--- src/shared/cfa_cfg.svh ---
/*
 Constants of the flag/ALU core: register offsets, field positions,
 reset values, vectors and instruction cycle counts.
 Assumes inclusion by bare name from the core and its bench.
*/
// Functional notes
// - Negative flag copies bit 7 of every accumulator add, and or shift result.
// - Zero flag set when the result is all zeros, else cleared.
// - Carry set on carry out of bit 7 in adds, else cleared.
// - Shifts also update carry from the bit shifted out.
// - Wait clears mask, gates clock; interrupt exit keeps mask clear.
// - Stop clears mask, gates clock; external interrupt exit keeps it.
// - After stop exit clock stays gated for the oscillator delay.
// - Break loads the interrupt opcode and the break or monitor vector.
// - Break waits for instruction end; on its last cycle, at once.
// - Return inside break ends it once the request has dropped.
// - Add with carry: A+M+C into A, V H N Z C updated, 2-5 cycles.
// - Plain add: A+M into A, same flags, modes and cycles.
// - And: A&M into A, V cleared, N Z updated, H C kept.
// - Stack pointer plus sign-extended immediate, 2 cycles, no flags.
// - Index pair plus sign-extended immediate, 2 cycles, no flags.
// - Shift left: bit 7 to carry, zero in, V N Z C updated.
// - Shift right decoded in six modes, V N Z C updated.
// - Carry-clear branch: own address plus 2 plus offset, 3 cycles.
// - Half carry set on carry from bit 3 into bit 4 in adds.
// - Overflow set on two's complement signed overflow.
`ifndef CFA_CFG_SVH
`define CFA_CFG_SVH
// Register offsets
`define CFA_OFF_ACC    4'h0
`define CFA_OFF_CND    4'h1
`define CFA_OFF_HX_HI  4'h2
`define CFA_OFF_HX_LO  4'h3
`define CFA_OFF_SP_HI  4'h4
`define CFA_OFF_SP_LO  4'h5
`define CFA_OFF_PC_HI  4'h6
`define CFA_OFF_PC_LO  4'h7
`define CFA_OFF_CTRL   4'h8
`define CFA_OFF_STAT   4'h9
// Condition code field positions
`define CFA_CND_V 7
`define CFA_CND_H 4
`define CFA_CND_I 3
`define CFA_CND_N 2
`define CFA_CND_Z 1
`define CFA_CND_C 0
`define CFA_CND_ONES   8'h60
// Control and status fields
`define CFA_CTRL_MON   0
`define CFA_STAT_ILL   0
`define CFA_STAT_BRK   1
`define CFA_STAT_RUN   2
`define CFA_STAT_BUSY  3
// Reset values and vectors
`define CFA_RST_SP     16'h00FF
`define CFA_RST_PC     16'hFFFE
`define CFA_VEC_BRK    16'hFFFC
`define CFA_VEC_MON    16'hFEFC
// Cycle counts of the operand modes
`define CFA_CY_IMM 3'h2
`define CFA_CY_DIR 3'h3
`define CFA_CY_EXT 3'h4
`define CFA_CY_IX2 3'h4
`define CFA_CY_IX1 3'h3
`define CFA_CY_IX  3'h2
`define CFA_CY_SP1 3'h4
`define CFA_CY_SP2 3'h5
`define CFA_SH_DIR 3'h4
`define CFA_SH_INH 3'h1
`define CFA_SH_IX1 3'h4
`define CFA_SH_IX  3'h3
`define CFA_SH_SP1 3'h5
`define CFA_CY_ADX 3'h2
`define CFA_CY_BRC 3'h3
`endif

--- src/shared/cfa_pkg.sv ---
/*
 Types of the flag/ALU core: operations, targets, modes, carriers
 and the core state. Assumes nothing beyond a SystemVerilog compiler.
*/
package cfa_pkg;
   typedef enum logic [3:0] {
      K_NONE = 4'h0, K_ADC = 4'h1, K_ADD = 4'h2, K_AND = 4'h3,
      K_SHL = 4'h4, K_SHR = 4'h5, K_ADS = 4'h6, K_ADX = 4'h7,
      K_BRC = 4'h8
   } cfa_kind_e;
   typedef enum logic [1:0] {
      T_MEM = 2'h0, T_ACC = 2'h1, T_IDX = 2'h2
   } cfa_tgt_e;
   typedef enum logic [1:0] {
      M_RUN = 2'h0, M_WAIT = 2'h1, M_STOP = 2'h2, M_OSC = 2'h3
   } cfa_mode_e;
   typedef enum logic [1:0] {
      S_NONE = 2'h0, S_WAIT = 2'h1, S_STOP = 2'h2, S_RET = 2'h3
   } cfa_sys_e;
   typedef struct packed {
      cfa_kind_e  kind;
      cfa_tgt_e   tgt;
      logic [2:0] cyc;
      logic [2:0] len;
   } cfa_dec_s;
   typedef struct packed {
      logic [3:0] addr;
      logic [7:0] wdata;
      logic       wr;
      logic       rd;
   } cfa_bus_s;
   typedef struct packed {
      logic        valid;
      logic [15:0] op;
      logic [7:0]  opnd;
   } cfa_instr_s;
   typedef struct packed {
      logic       valid;
      logic [7:0] data;
   } cfa_mem_s;
   typedef struct packed {
      logic [7:0]  acc;
      logic [15:0] hx;
      logic [15:0] sp;
      logic [15:0] pc;
      logic        v, h, i, n, z, c;
      cfa_mode_e   mode;
      logic [2:0]  cnt;
      logic [15:0] dly;
      logic        brk, mon, ill;
      logic [7:0]  ir;
      logic [7:0]  rd;
      logic        rdy, clken;
      cfa_mem_s    mem;
      logic [2:0]  sync;
   } cfa_state_s;
endpackage

--- src/rtl/cfa_core.sv ---
/*
 Flag/ALU execution core: condition flags, add, add with carry, and,
 signed immediate adds, shifts, carry-clear branch, wait and stop
 entry and exit, and break entry and exit, with a byte register port.
 Assumes operands are fetched outside and handed in with the opcode,
 and that the break and interrupt requests share the core clock.
*/
// The plain strobed port and the register addresses are this design's own decisions.
`include "cfa_cfg.svh"

module cfa_core #(
   parameter int unsigned OSC_DLY_CYC = 4096,
   parameter logic [7:0]  TRP_CODE    = 8'h00
) (
   // Clock and reset
   input  wire logic               mclk_i,
   input  wire logic               nrst_i,
   // Register port
   input  wire cfa_pkg::cfa_bus_s  bus_i,
   output logic [7:0]              rd_data_o,
   // Instruction issue
   input  wire cfa_pkg::cfa_instr_s instr_i,
   input  wire cfa_pkg::cfa_sys_e  sys_cmd_i,
   output logic                    ready_o,
   // Requests from break and interrupt logic
   input  wire logic               break_req_i,
   input  wire logic               irq_i,
   input  wire logic               ext_irq_i,
   // Core status and results
   output logic                    cpu_clk_en_o,
   output logic                    in_break_o,
   output logic [7:0]              ir_o,
   output logic [15:0]             pc_o,
   output cfa_pkg::cfa_mem_s       mem_o
);

   cfa_pkg::cfa_state_s q;
   cfa_pkg::cfa_state_s d;

   // Operand mode table of the three accumulator operations
   function automatic cfa_pkg::cfa_dec_s alu_mode(
      input logic [3:0] hi, input cfa_pkg::cfa_kind_e k);
      cfa_pkg::cfa_dec_s r;
      r = '{kind: k, tgt: cfa_pkg::T_ACC, cyc: `CFA_CY_IMM, len: 3'h2};
      case (hi)
         4'hB: r.cyc = `CFA_CY_DIR;
         4'hC:
         begin
            r.cyc = `CFA_CY_EXT;
            r.len = 3'h3;
         end
         4'hD:
         begin
            r.cyc = `CFA_CY_IX2;
            r.len = 3'h3;
         end
         4'hE: r.cyc = `CFA_CY_IX1;
         4'hF:
         begin
            r.cyc = `CFA_CY_IX;
            r.len = 3'h1;
         end
         default: r.cyc = `CFA_CY_IMM;
      endcase
      return r;
   endfunction

   // Opcode decode; unknown codes give K_NONE
   function automatic cfa_pkg::cfa_dec_s decode(input logic [15:0] op);
      cfa_pkg::cfa_dec_s r;
      cfa_pkg::cfa_kind_e k;
      r = '{kind: cfa_pkg::K_NONE, tgt: cfa_pkg::T_MEM, cyc: 3'h1,
            len: 3'h1};
      case (op[3:0])
         4'h9: k = cfa_pkg::K_ADC;
         4'hB: k = cfa_pkg::K_ADD;
         4'h4: k = cfa_pkg::K_AND;
         4'h8: k = cfa_pkg::K_SHL;
         4'h7: k = cfa_pkg::K_SHR;
         default: k = cfa_pkg::K_NONE;
      endcase
      if (op[15:8] == 8'h00)
      begin
         if (op[7:0] == 8'hA7)
            r = '{kind: cfa_pkg::K_ADS, tgt: cfa_pkg::T_MEM,
                  cyc: `CFA_CY_ADX, len: 3'h2};
         else if (op[7:0] == 8'hAF)
            r = '{kind: cfa_pkg::K_ADX, tgt: cfa_pkg::T_MEM,
                  cyc: `CFA_CY_ADX, len: 3'h2};
         else if (op[7:0] == 8'h24)
            r = '{kind: cfa_pkg::K_BRC, tgt: cfa_pkg::T_MEM,
                  cyc: `CFA_CY_BRC, len: 3'h2};
         else if ((k == cfa_pkg::K_ADC || k == cfa_pkg::K_ADD ||
                   k == cfa_pkg::K_AND) && op[7:4] >= 4'hA)
            r = alu_mode(op[7:4], k);
         else if ((k == cfa_pkg::K_SHL || k == cfa_pkg::K_SHR) &&
                  op[7:4] >= 4'h3 && op[7:4] <= 4'h7)
         begin
            r.kind = k;
            case (op[7:4])
               4'h3:
               begin
                  r.cyc = `CFA_SH_DIR;
                  r.len = 3'h2;
               end
               4'h4:
               begin
                  r.tgt = cfa_pkg::T_ACC;
                  r.cyc = `CFA_SH_INH;
               end
               4'h5:
               begin
                  r.tgt = cfa_pkg::T_IDX;
                  r.cyc = `CFA_SH_INH;
               end
               4'h6:
               begin
                  r.cyc = `CFA_SH_IX1;
                  r.len = 3'h2;
               end
               default: r.cyc = `CFA_SH_IX;
            endcase
         end
      end
      else if (op[15:8] == 8'h9E)
      begin
         if ((k == cfa_pkg::K_ADC || k == cfa_pkg::K_ADD ||
              k == cfa_pkg::K_AND) && (op[7:4] == 4'hE || op[7:4] == 4'hD))
         begin
            r = alu_mode(4'hA, k);
            r.cyc = (op[7:4] == 4'hE) ? `CFA_CY_SP1 : `CFA_CY_SP2;
            r.len = (op[7:4] == 4'hE) ? 3'h3 : 3'h4;
         end
         else if ((k == cfa_pkg::K_SHL || k == cfa_pkg::K_SHR) &&
                  op[7:4] == 4'h6)
            r = '{kind: k, tgt: cfa_pkg::T_MEM, cyc: `CFA_SH_SP1,
                  len: 3'h3};
      end
      return r;
   endfunction

   // Next state of the whole core
   always_comb
   begin
      cfa_pkg::cfa_dec_s dec;
      logic [7:0]  src;
      logic [7:0]  res;
      logic [8:0]  sum;
      logic        ext_hi;
      logic        brk_go;
      logic        idle;
      logic [15:0] sx;
      dec    = decode(instr_i.op);
      src    = 8'h00;
      res    = 8'h00;
      sum    = 9'h000;
      sx     = {{8{instr_i.opnd[7]}}, instr_i.opnd};
      d      = q;
      d.rd   = 8'h00;
      d.mem  = '0;
      // Pin synchroniser; level counts as high when stages two and three are both high
      d.sync = {q.sync[1:0], ext_irq_i};
      ext_hi = q.sync[1] & q.sync[2];
      idle   = (q.mode == cfa_pkg::M_RUN) && (q.cnt <= 3'h1);
      brk_go = idle && break_req_i && !q.brk;
      // Register writes
      if (bus_i.wr)
      begin
         case (bus_i.addr)
            `CFA_OFF_ACC:   d.acc = bus_i.wdata;
            `CFA_OFF_CND:
            begin
               d.v = bus_i.wdata[`CFA_CND_V];
               d.h = bus_i.wdata[`CFA_CND_H];
               d.i = bus_i.wdata[`CFA_CND_I];
               d.n = bus_i.wdata[`CFA_CND_N];
               d.z = bus_i.wdata[`CFA_CND_Z];
               d.c = bus_i.wdata[`CFA_CND_C];
            end
            `CFA_OFF_HX_HI: d.hx[15:8] = bus_i.wdata;
            `CFA_OFF_HX_LO: d.hx[7:0]  = bus_i.wdata;
            `CFA_OFF_SP_HI: d.sp[15:8] = bus_i.wdata;
            `CFA_OFF_SP_LO: d.sp[7:0]  = bus_i.wdata;
            `CFA_OFF_PC_HI: d.pc[15:8] = bus_i.wdata;
            `CFA_OFF_PC_LO: d.pc[7:0]  = bus_i.wdata;
            `CFA_OFF_CTRL:  d.mon = bus_i.wdata[`CFA_CTRL_MON];
            `CFA_OFF_STAT:
               if (bus_i.wdata[`CFA_STAT_ILL])
                  d.ill = 1'b0;
            default: d.ill = q.ill;
         endcase
      end
      // Register reads, data in the following cycle
      if (bus_i.rd)
      begin
         case (bus_i.addr)
            `CFA_OFF_ACC:   d.rd = q.acc;
            `CFA_OFF_CND:   d.rd = {q.v, 2'b11, q.h, q.i, q.n, q.z, q.c};
            `CFA_OFF_HX_HI: d.rd = q.hx[15:8];
            `CFA_OFF_HX_LO: d.rd = q.hx[7:0];
            `CFA_OFF_SP_HI: d.rd = q.sp[15:8];
            `CFA_OFF_SP_LO: d.rd = q.sp[7:0];
            `CFA_OFF_PC_HI: d.rd = q.pc[15:8];
            `CFA_OFF_PC_LO: d.rd = q.pc[7:0];
            `CFA_OFF_CTRL:  d.rd = {7'h00, q.mon};
            `CFA_OFF_STAT:  d.rd = {4'h0, q.cnt != 3'h0,
                                    q.mode == cfa_pkg::M_RUN, q.brk, q.ill};
            default:        d.rd = 8'h00;
         endcase
      end
      // Execution and low-power sequencing
      case (q.mode)
         cfa_pkg::M_RUN:
         begin
            if (q.cnt != 3'h0)
               d.cnt = q.cnt - 3'h1;
            if (brk_go)
            begin
               d.ir  = TRP_CODE;
               d.pc  = q.mon ? `CFA_VEC_MON : `CFA_VEC_BRK;
               d.brk = 1'b1;
            end
            else if (q.cnt == 3'h0 && sys_cmd_i != cfa_pkg::S_NONE)
            begin
               case (sys_cmd_i)
                  cfa_pkg::S_WAIT:
                  begin
                     d.i    = 1'b0;
                     d.mode = cfa_pkg::M_WAIT;
                  end
                  cfa_pkg::S_STOP:
                  begin
                     d.i    = 1'b0;
                     d.mode = cfa_pkg::M_STOP;
                  end
                  default:
                     if (q.brk && !break_req_i)
                        d.brk = 1'b0;
               endcase
            end
            else if (q.cnt == 3'h0 && instr_i.valid)
            begin
               d.cnt = dec.cyc - 3'h1;
               d.ir  = instr_i.op[7:0];
               d.pc  = q.pc + {13'h0000, dec.len};
               case (dec.tgt)
                  cfa_pkg::T_ACC: src = q.acc;
                  cfa_pkg::T_IDX: src = q.hx[7:0];
                  default:        src = instr_i.opnd;
               endcase
               case (dec.kind)
                  cfa_pkg::K_ADC, cfa_pkg::K_ADD:
                  begin
                     sum = {1'b0, q.acc} + {1'b0, instr_i.opnd} +
                           {8'h00, dec.kind == cfa_pkg::K_ADC && q.c};
                     res = sum[7:0];
                     d.acc = res;
                     d.c = sum[8];
                     d.h = q.acc[4] ^ instr_i.opnd[4] ^ res[4];
                     d.v = (q.acc[7] == instr_i.opnd[7]) &&
                           (res[7] != q.acc[7]);
                  end
                  cfa_pkg::K_AND:
                  begin
                     res   = q.acc & instr_i.opnd;
                     d.acc = res;
                     d.v   = 1'b0;
                  end
                  cfa_pkg::K_SHL, cfa_pkg::K_SHR:
                  begin
                     if (dec.kind == cfa_pkg::K_SHL)
                     begin
                        res = {src[6:0], 1'b0};
                        d.c = src[7];
                     end
                     else
                     begin
                        res = {src[7], src[7:1]};
                        d.c = src[0];
                     end
                     d.v = res[7] ^ d.c;
                     case (dec.tgt)
                        cfa_pkg::T_ACC: d.acc = res;
                        cfa_pkg::T_IDX: d.hx[7:0] = res;
                        default:        d.mem = '{valid: 1'b1, data: res};
                     endcase
                  end
                  cfa_pkg::K_ADS: d.sp = q.sp + sx;
                  cfa_pkg::K_ADX: d.hx = q.hx + sx;
                  cfa_pkg::K_BRC:
                     if (!q.c)
                        d.pc = q.pc + 16'h0002 + sx;
                  default: d.ill = 1'b1;
               endcase
               // Result flags of the add, add with carry, and and shift operations
               if (dec.kind inside {cfa_pkg::K_ADC, cfa_pkg::K_ADD,
                                    cfa_pkg::K_AND, cfa_pkg::K_SHL,
                                    cfa_pkg::K_SHR})
               begin
                  d.n = res[7];
                  d.z = (res == 8'h00);
               end
            end
         end
         cfa_pkg::M_WAIT:
            if (irq_i)
               d.mode = cfa_pkg::M_RUN;
         cfa_pkg::M_STOP:
            if (ext_hi)
            begin
               d.mode = cfa_pkg::M_OSC;
               d.dly  = OSC_DLY_CYC[15:0];
            end
         cfa_pkg::M_OSC:
         begin
            d.dly = q.dly - 16'h0001;
            if (q.dly <= 16'h0001)
               d.mode = cfa_pkg::M_RUN;
         end
         default: d.mode = cfa_pkg::M_RUN;
      endcase
      // Registered handshake and clock gate
      d.clken = (d.mode == cfa_pkg::M_RUN);
      d.rdy   = (d.mode == cfa_pkg::M_RUN) && (d.cnt == 3'h0);
   end

   // State register; reset sets the mask and the reset pointers
   always_ff @(posedge mclk_i)
   begin
      if (!nrst_i)
      begin
         q       <= '0;
         q.i     <= 1'b1;
         q.sp    <= `CFA_RST_SP;
         q.pc    <= `CFA_RST_PC;
         q.mode  <= cfa_pkg::M_RUN;
         q.rdy   <= 1'b1;
         q.clken <= 1'b1;
      end
      else
         q <= d;
   end

   // Outputs straight from the state register
   assign rd_data_o    = q.rd;
   assign ready_o      = q.rdy;
   assign cpu_clk_en_o = q.clken;
   assign in_break_o   = q.brk;
   assign ir_o         = q.ir;
   assign pc_o         = q.pc;
   assign mem_o        = q.mem;

endmodule

--- config.mk ---
export PLATFORM = sky130hd
export DESIGN_NAME = cfa_core
export DESIGN_NICKNAME = d
export VERILOG_FILES = /design/src/shared/cfa_pkg.sv /design/src/rtl/cfa_core.sv
export VERILOG_INCLUDE_DIRS = /design/src /design/src/shared
export SDC_FILE = /design/constraint.sdc
export NUM_CORES = 1
export LEC_CHECK = 0
export ABC_AREA = 1
export BUFFER_PORTS_ARGS = -buffer_cell sky130_fd_sc_hd__buf_4
export CAP_MARGIN = 25
export CORE_MARGIN = 5
export CORE_UTILIZATION = 50
export DETAILED_ROUTE_END_ITERATION = 10
export GPL_ROUTABILITY_DRIVEN = 0
export PLACE_DENSITY = 0.69
export SYNTH_ARGS = -nofsm -noshare
export SYNTH_HDL_FRONTEND = slang
export SYNTH_SLANG_ARGS = --single-unit
--- constraint.sdc ---
create_clock -name mclk_i -period 11.5 [get_ports mclk_i]
set_input_delay 2.3 -clock mclk_i [delete_from_list [all_inputs] [get_ports mclk_i]]
set_output_delay 2.3 -clock mclk_i [all_outputs]
set_load 0.02 [all_outputs]
# --- Word-level counts from Yosys, hierarchy flattened ---
# Index checks and enable logic that the tools add are counted.
totals:
  regBits: 116
  latchBits: 0
  mem_bits_rw: 0
  romBits: 0
  output_inout_bits: 44
  wordCells: 243
  memories: 0
op_classes:
  add_sub_neg: 10
  multipliers: 0
  div_mod_pow: 0
  order_cmp: 5
  eq_ne: 52
  n_shift: 0
  mux: 94
  bitwise_logic: 9
  n_reduce_logical: 50
ops:
  columns: ["cell", "n"]
  rows:
  - ["2-to-1 mux 8 bit", 21]
  - ["2-to-1 mux 62 bit", 2]
  - ["2-to-1 mux 58 bit", 2]
  - ["2-to-1 mux 12 bit", 9]
  - ["2-to-1 mux 16 bit", 5]
  - ["one-hot mux 8 bit (10 select lines)", 1]
  - ["== test 4 x 3 -> 1 bit (second input constant)", 15]
  - ["adder 16 bit", 3]
  - ["one-hot mux 8 bit (3 select lines)", 2]
  - ["2-to-1 mux 9 bit", 5]
  - ["== test 4 bit (second input constant)", 11]
  - ["2-to-1 mux 40 bit", 1]
  - ["one-hot mux 16 bit (2 select lines)", 1]
  - ["one-hot mux 8 bit (2 select lines)", 2]
  - ["== test 4 x 2 -> 1 bit (second input constant)", 7]
  - ["== test 8 bit (second input constant)", 3]
  - ["2-to-1 mux 3 bit", 7]
  - ["2-to-1 mux 1 bit", 19]
  - ["adder 16 x 2 -> 16 bit (second input constant)", 1]
  - ["adder 16 x 3 -> 16 bit", 1]
  - ["<= comparator 16 x 1 -> 1 bit (second input constant)", 1]
  - ["zero test 8 bit", 2]
  - ["OR reduction 2 bit", 8]
  - ["OR reduction 8 bit", 2]
  - ["other kinds (42)", 89]

# --- Logic depth before layout (Yosys ltp) ---
depth:
  word_depth: 33
  mapped_depth: 27

# --- Worst setup path before layout ---
# OpenSTA, ideal clock, no wires.
synth_path:
  path_type: "input to register"
  start: "input instr_i[18] (netlist bit)"
  end: "register q[55] (netlist bit)"
  setup_ns: 0.070
  arrival_time_ns: 5.270
  t_required_ns: 11.430
  path_slack_ns: 6.161
  path_stages: 19
  path_buffers: 1
  cell_sequence: "or2_1 > nor3_4 > buf_4 > nand2_2 > nand2_4 > nand2_2 > nand2_4 > nand4_1 > fa_1 > fa_1 > o31ai_1 > xnor2_1 > inv_1 > nand4_1 > nand2_1 > nor2_1 > and2_1 > nand3_1 > a21oi_1"
synth_via:
  elab_chain_cells: 22
synth_rtl:
  columns: ["element", "line", "rtl"]
  rows:
  - ["start: declaration", "cfa_core.sv:22", "input wire cfa_pkg::cfa_instr_s instr_i,"]
  - ["== test 8 bit", "cfa_core.sv:125", "else if (op[15:8] == 8'h9E)"]
  - ["2-to-1 mux 12 bit", "cfa_core.sv:125", null]
  - ["2-to-1 mux 12 bit *", "cfa_core.sv:82", "if (op[15:8] == 8'h00)"]
  - ["== test 2 bit or == test 2 x 1 -> 1 bit (tied branches)", "cfa_core.sv:246", "case (dec.tgt)"]
  - ["one-hot mux 8 bit (2 select lines)", "cfa_core.sv:246", null]
  - ["2-to-1 mux 8 bit", "cfa_core.sv:271", "if (dec.kind == cfa_pkg::K_SHL)"]
  - ["2-to-1 mux 8 bit", "cfa_core.sv:251", "case (dec.kind)"]
  - ["2-to-1 mux 8 bit", "cfa_core.sv:241", "else if (q.cnt == 3'h0 && instr_i.valid)"]
  - ["[6 not listed]", null, null]
  - ["2-to-1 mux 8 bit", "cfa_core.sv:217", "if (brk_go)"]
  - ["2-to-1 mux 8 bit", "cfa_core.sv:212", "case (q.mode)"]
  - ["zero test 8 bit", "cfa_core.sv:301", "d.z = (res == 8'h00);"]
  - ["2-to-1 mux 2 bit *", "cfa_core.sv:296", "if (dec.kind inside {cfa_pkg::K_ADC, cfa_pkg::K_ADD,"]
  - ["2-to-1 mux 3 bit *", "cfa_core.sv:241", null]
  - ["2-to-1 mux 3 bit *", "cfa_core.sv:223", "else if (q.cnt == 3'h0 && sys_cmd_i != cfa_pkg::S_NONE)"]
  - ["2-to-1 mux 11 bit *", "cfa_core.sv:217", null]
  - ["2-to-1 mux 62 bit *", "cfa_core.sv:212", null]
  - ["end: declaration", "cfa_core.sv:37", "cfa_pkg::cfa_state_s q;"]
# Every way passes the cells marked *; elsewhere a longest branch is shown, timed or not. The select of a mux whose other input is x is not followed.
# A chain may end at the register's enable or synchronous reset.

# --- Worst setup path after layout ---
# Same ends and word-level chain as after synthesis.

==> impl_metrics.yaml <==
setup_path:
  r2r_cells: 10
  worst-setup-path-type: "in2reg"
  r2r_start: "q[53]$_SDFF_PN0_"
  cp-start-kind: "input port"
  crit_path_end_kind: "flop"
  cp.arrival_ns: 6.22
  cp.required_ns: 11.87
  rrSetupSlack_ns: 6.87
  cp_max_fo: 12
  r2r_end: "q[113]$_SDFF_PN0_"
global_routing:
  grt_use_total_pct: 29.6
  overflow: 0
  grt_pass1_wl_um: 57400
  grt_max_degree: 58
  antenna_found_initial: 0
  grt_pass1_vias: 10800
clock_network:
  cts_root_buffer: "clkbuf_16"
  cts_resized: 0
  cts.sinks: 116
  clkTransAtPathRegs_ns: 0.07
  ctsHoldBuffers: 0
  numCtsBuffers: 17
  h-tree-depth: 4
  clockBufferDepth: 2
  cts_tree: "yes"
  postCtsSetupBuffers: 0
  clock_latency_ns: 0.43
synth:
  synthCells: 1672
  netlist_top_cells_area: "dfxtp_1, nand2_1, ha_1, o21ai_0, a21oi_1"
  avgSynthCellArea_um2: 6.39
  synth_commonest_cells: "nand2_1, inv_1, o21ai_0"
  synth_warnings: 0
  ys_ff_latch: 116
  yosysSeqAreaShare_pct: 21.7
  synth.largest_area_cell: "dfxtp_1"
  synth-main-ff-cell: "dfxtp_1"
  yosys.area.top_type_share_pct: 21.7
  synth_edf_count: 0
  synth.most_common_cell: "nand2_1"
  synth_nets: 1805
  synthDistinctLibCells: 61
  async_flop_share_pct: 0
  synthesis.area_um2: 10700
cells_and_area:
  syn2layout_area_growth_pct: 10.8
  drive_gt1_share_pct: 10.8
  layout.nets: 1839
  n_antenna_cell: 0
  instances_no_fill: 1994
timing:
  setup_viol: 0
  rsz0062_at_grt: "no"
  finalCritPeriodShare_pct: 50.9
  min_period_ns: 5.86
  setup-tns-final_ns: 0
  fin_worst_skew_ns: 0.00975
  slew_viol_final: 0
  max_slew_margin_pct: 29.4
  tightest_slew_ns: 1.06
  max_freq_mhz: 171
  finalHoldViolCount: 0
pwr:
  cellPowerDensity_nw_per_um2: 154
  power.leakage_uw: 0.00561
  peakVddDrop_uv: 109
placement:
  numPortBuffers: 89
  dp_hpwl_um: 28000
  place_inst: 1962
floorplanning:
  dieArea_um2: 24400
  fp.coreArea_um2: 21000
  start_util_pct: 50.9
  row_count: 53
  fp.dieW_um: 156
  dieHeight_um: 156
  ios: 90
run:
  max_cap_violations: 0
detailed_routing:
  totalWireLength_um: 36600
  remaining_drc_errors: 0
  avgViaCountPerCell: 5.93
  drtAntennaViolNets: 0
  first_pass_iters: 8
  drtIter0Drc: 1119
  dr_total_vias: 11800
  wl_per_cell_um: 18.4
worst_hold_path:
  whs_path_depth: 2
  hold_start: "d[1]$_SDFF_PN0_"
  min_path_type: "reg2reg"
  hold_end: "d[2]$_SDFF_PN0_"
outcome:
  status: "finished, final reports clean"
[metrics by stage]
stage	instance area (um2)	util [%]	setup slack, ns	total power [uW]	hold WS [ns]
2_1_floorplan	10700	-	6.16	1060	0.390
3_3_place_gp	11300	53.6	5.40	1260	0.394
3_5_place_dp	11300	53.6	5.25	1270	0.403
4_1_cts	11800	56.3	5.69	1810	0.424
5_1_grt	11800	56.3	5.37	1930	0.436
6_report	11800	56.3	5.64	1830	0.418
[how the worst max path moves through the flow]
stage | to | cells after the start | slack (ns) | startpoint
after floorplan | q[55]$_SDFF_PN0_ | 19 | 6.16 | instr_i[18]
after global placement | q[55]$_SDFF_PN0_ | 19 | 5.40 | instr_i[18]
after detailed placement | q[55]$_SDFF_PN0_ | 19 | 5.25 | instr_i[18]
after CTS | q[55]$_SDFF_PN0_ | 19 | 5.69 | instr_i[18]
after global routing | q[55]$_SDFF_PN0_ | 20 | 5.37 | instr_i[21]
final | q[55]$_SDFF_PN0_ | 19 | 5.64 | instr_i[18]
[per-layer routing]
| metal | track usage, % | vias up | wire length [um] |
|---|---|---|---|
| met5 | 0 | - | 0 |
| met4 | 15.7 | 0 | 2100 |
| met3 | 6.25 | 147 | 3740 |
| met2 | 45.7 | 604 | 15700 |
| met1 | 38.9 | 5396 | 15100 |
| li1 | - | 5681 | - |
[power by group]
group | total [uW] | internal [uW] | switching [uW] | leakage (uW)
sequential | 523 | 460 | 63.2 | 0.000944
clock | 541 | 307 | 235 | 0.000282
combinational | 763 | 257 | 506 | 0.00439
[flip-flops by register name, indices dropped and copies added (netlist names)]
name / cells
cpu_clk_en_o: 1
d: 2
in_break_o: 1
ir_o: 8
mem_o: 9
pc_o: 16
q: 70
rd_data_o: 8
ready_o: 1
[worst max-delay path, stage by stage]
cell and delay (ns):
buf_4 0.12, or2_1 0.25, nor3_4 0.49, nand2_2 0.15
nor2_2 0.37, inv_2 0.16, nand2_4 0.15, nand4_1 0.13
fa_1 0.46, fa_1 0.45, o31ai_1 0.40, xnor2_1 0.16
inv_1 0.05, nand4_1 0.08, nand2_1 0.07, nor2_1 0.10
and2_1 0.12, nand3_1 0.08, a21oi_1 0.12
[layout by cell type, fill, tap and decap left out, drive strengths merged, types with 29 or more instances in the layout]
| master | netlist | routed |
|---|---|---|
| nand2 | 404 | 404 |
| nor2 | 129 | 129 |
| o21ai | 184 | 184 |
| nand3 | 82 | 82 |
| xor2 | 29 | 29 |
| dfxtp | 116 | 116 |
| a21oi | 158 | 158 |
| buf | 49 | 91 |
| inv | 209 | 219 |
| ha | 81 | 81 |
[cell type report]
type / instances / area (um2)
fillers: 2079 / 9180
clock inverters: 15 / 158
clock buffers: 17 / 425
flip-flops and latches: 116 / 2320
repair buffers: 91 / 683
well taps: 275 / 344
multi-input cells: 1270 / 7120
inverters: 210 / 793
[cells by family (layout without fill, tap and decap cells)]
| group | count (synthesis) | after routing | synth area share (%) |
|---|---|---|---|
| AOI/OAI and AO/OA | 445 | 445 | 23.6 |
| xor gates and xnor gates | 52 | 52 | 4.26 |
| adders and majority gates | 87 | 87 | 10.6 |
| buffers and inverters | 286 | 333 | 11.7 |
| DFF | 116 | 116 | 21.7 |
| muxes | 1 | 1 | 0.105 |
| and+or+nand+nor | 685 | 685 | 28.0 |
(Power assumes the default switching activity.)
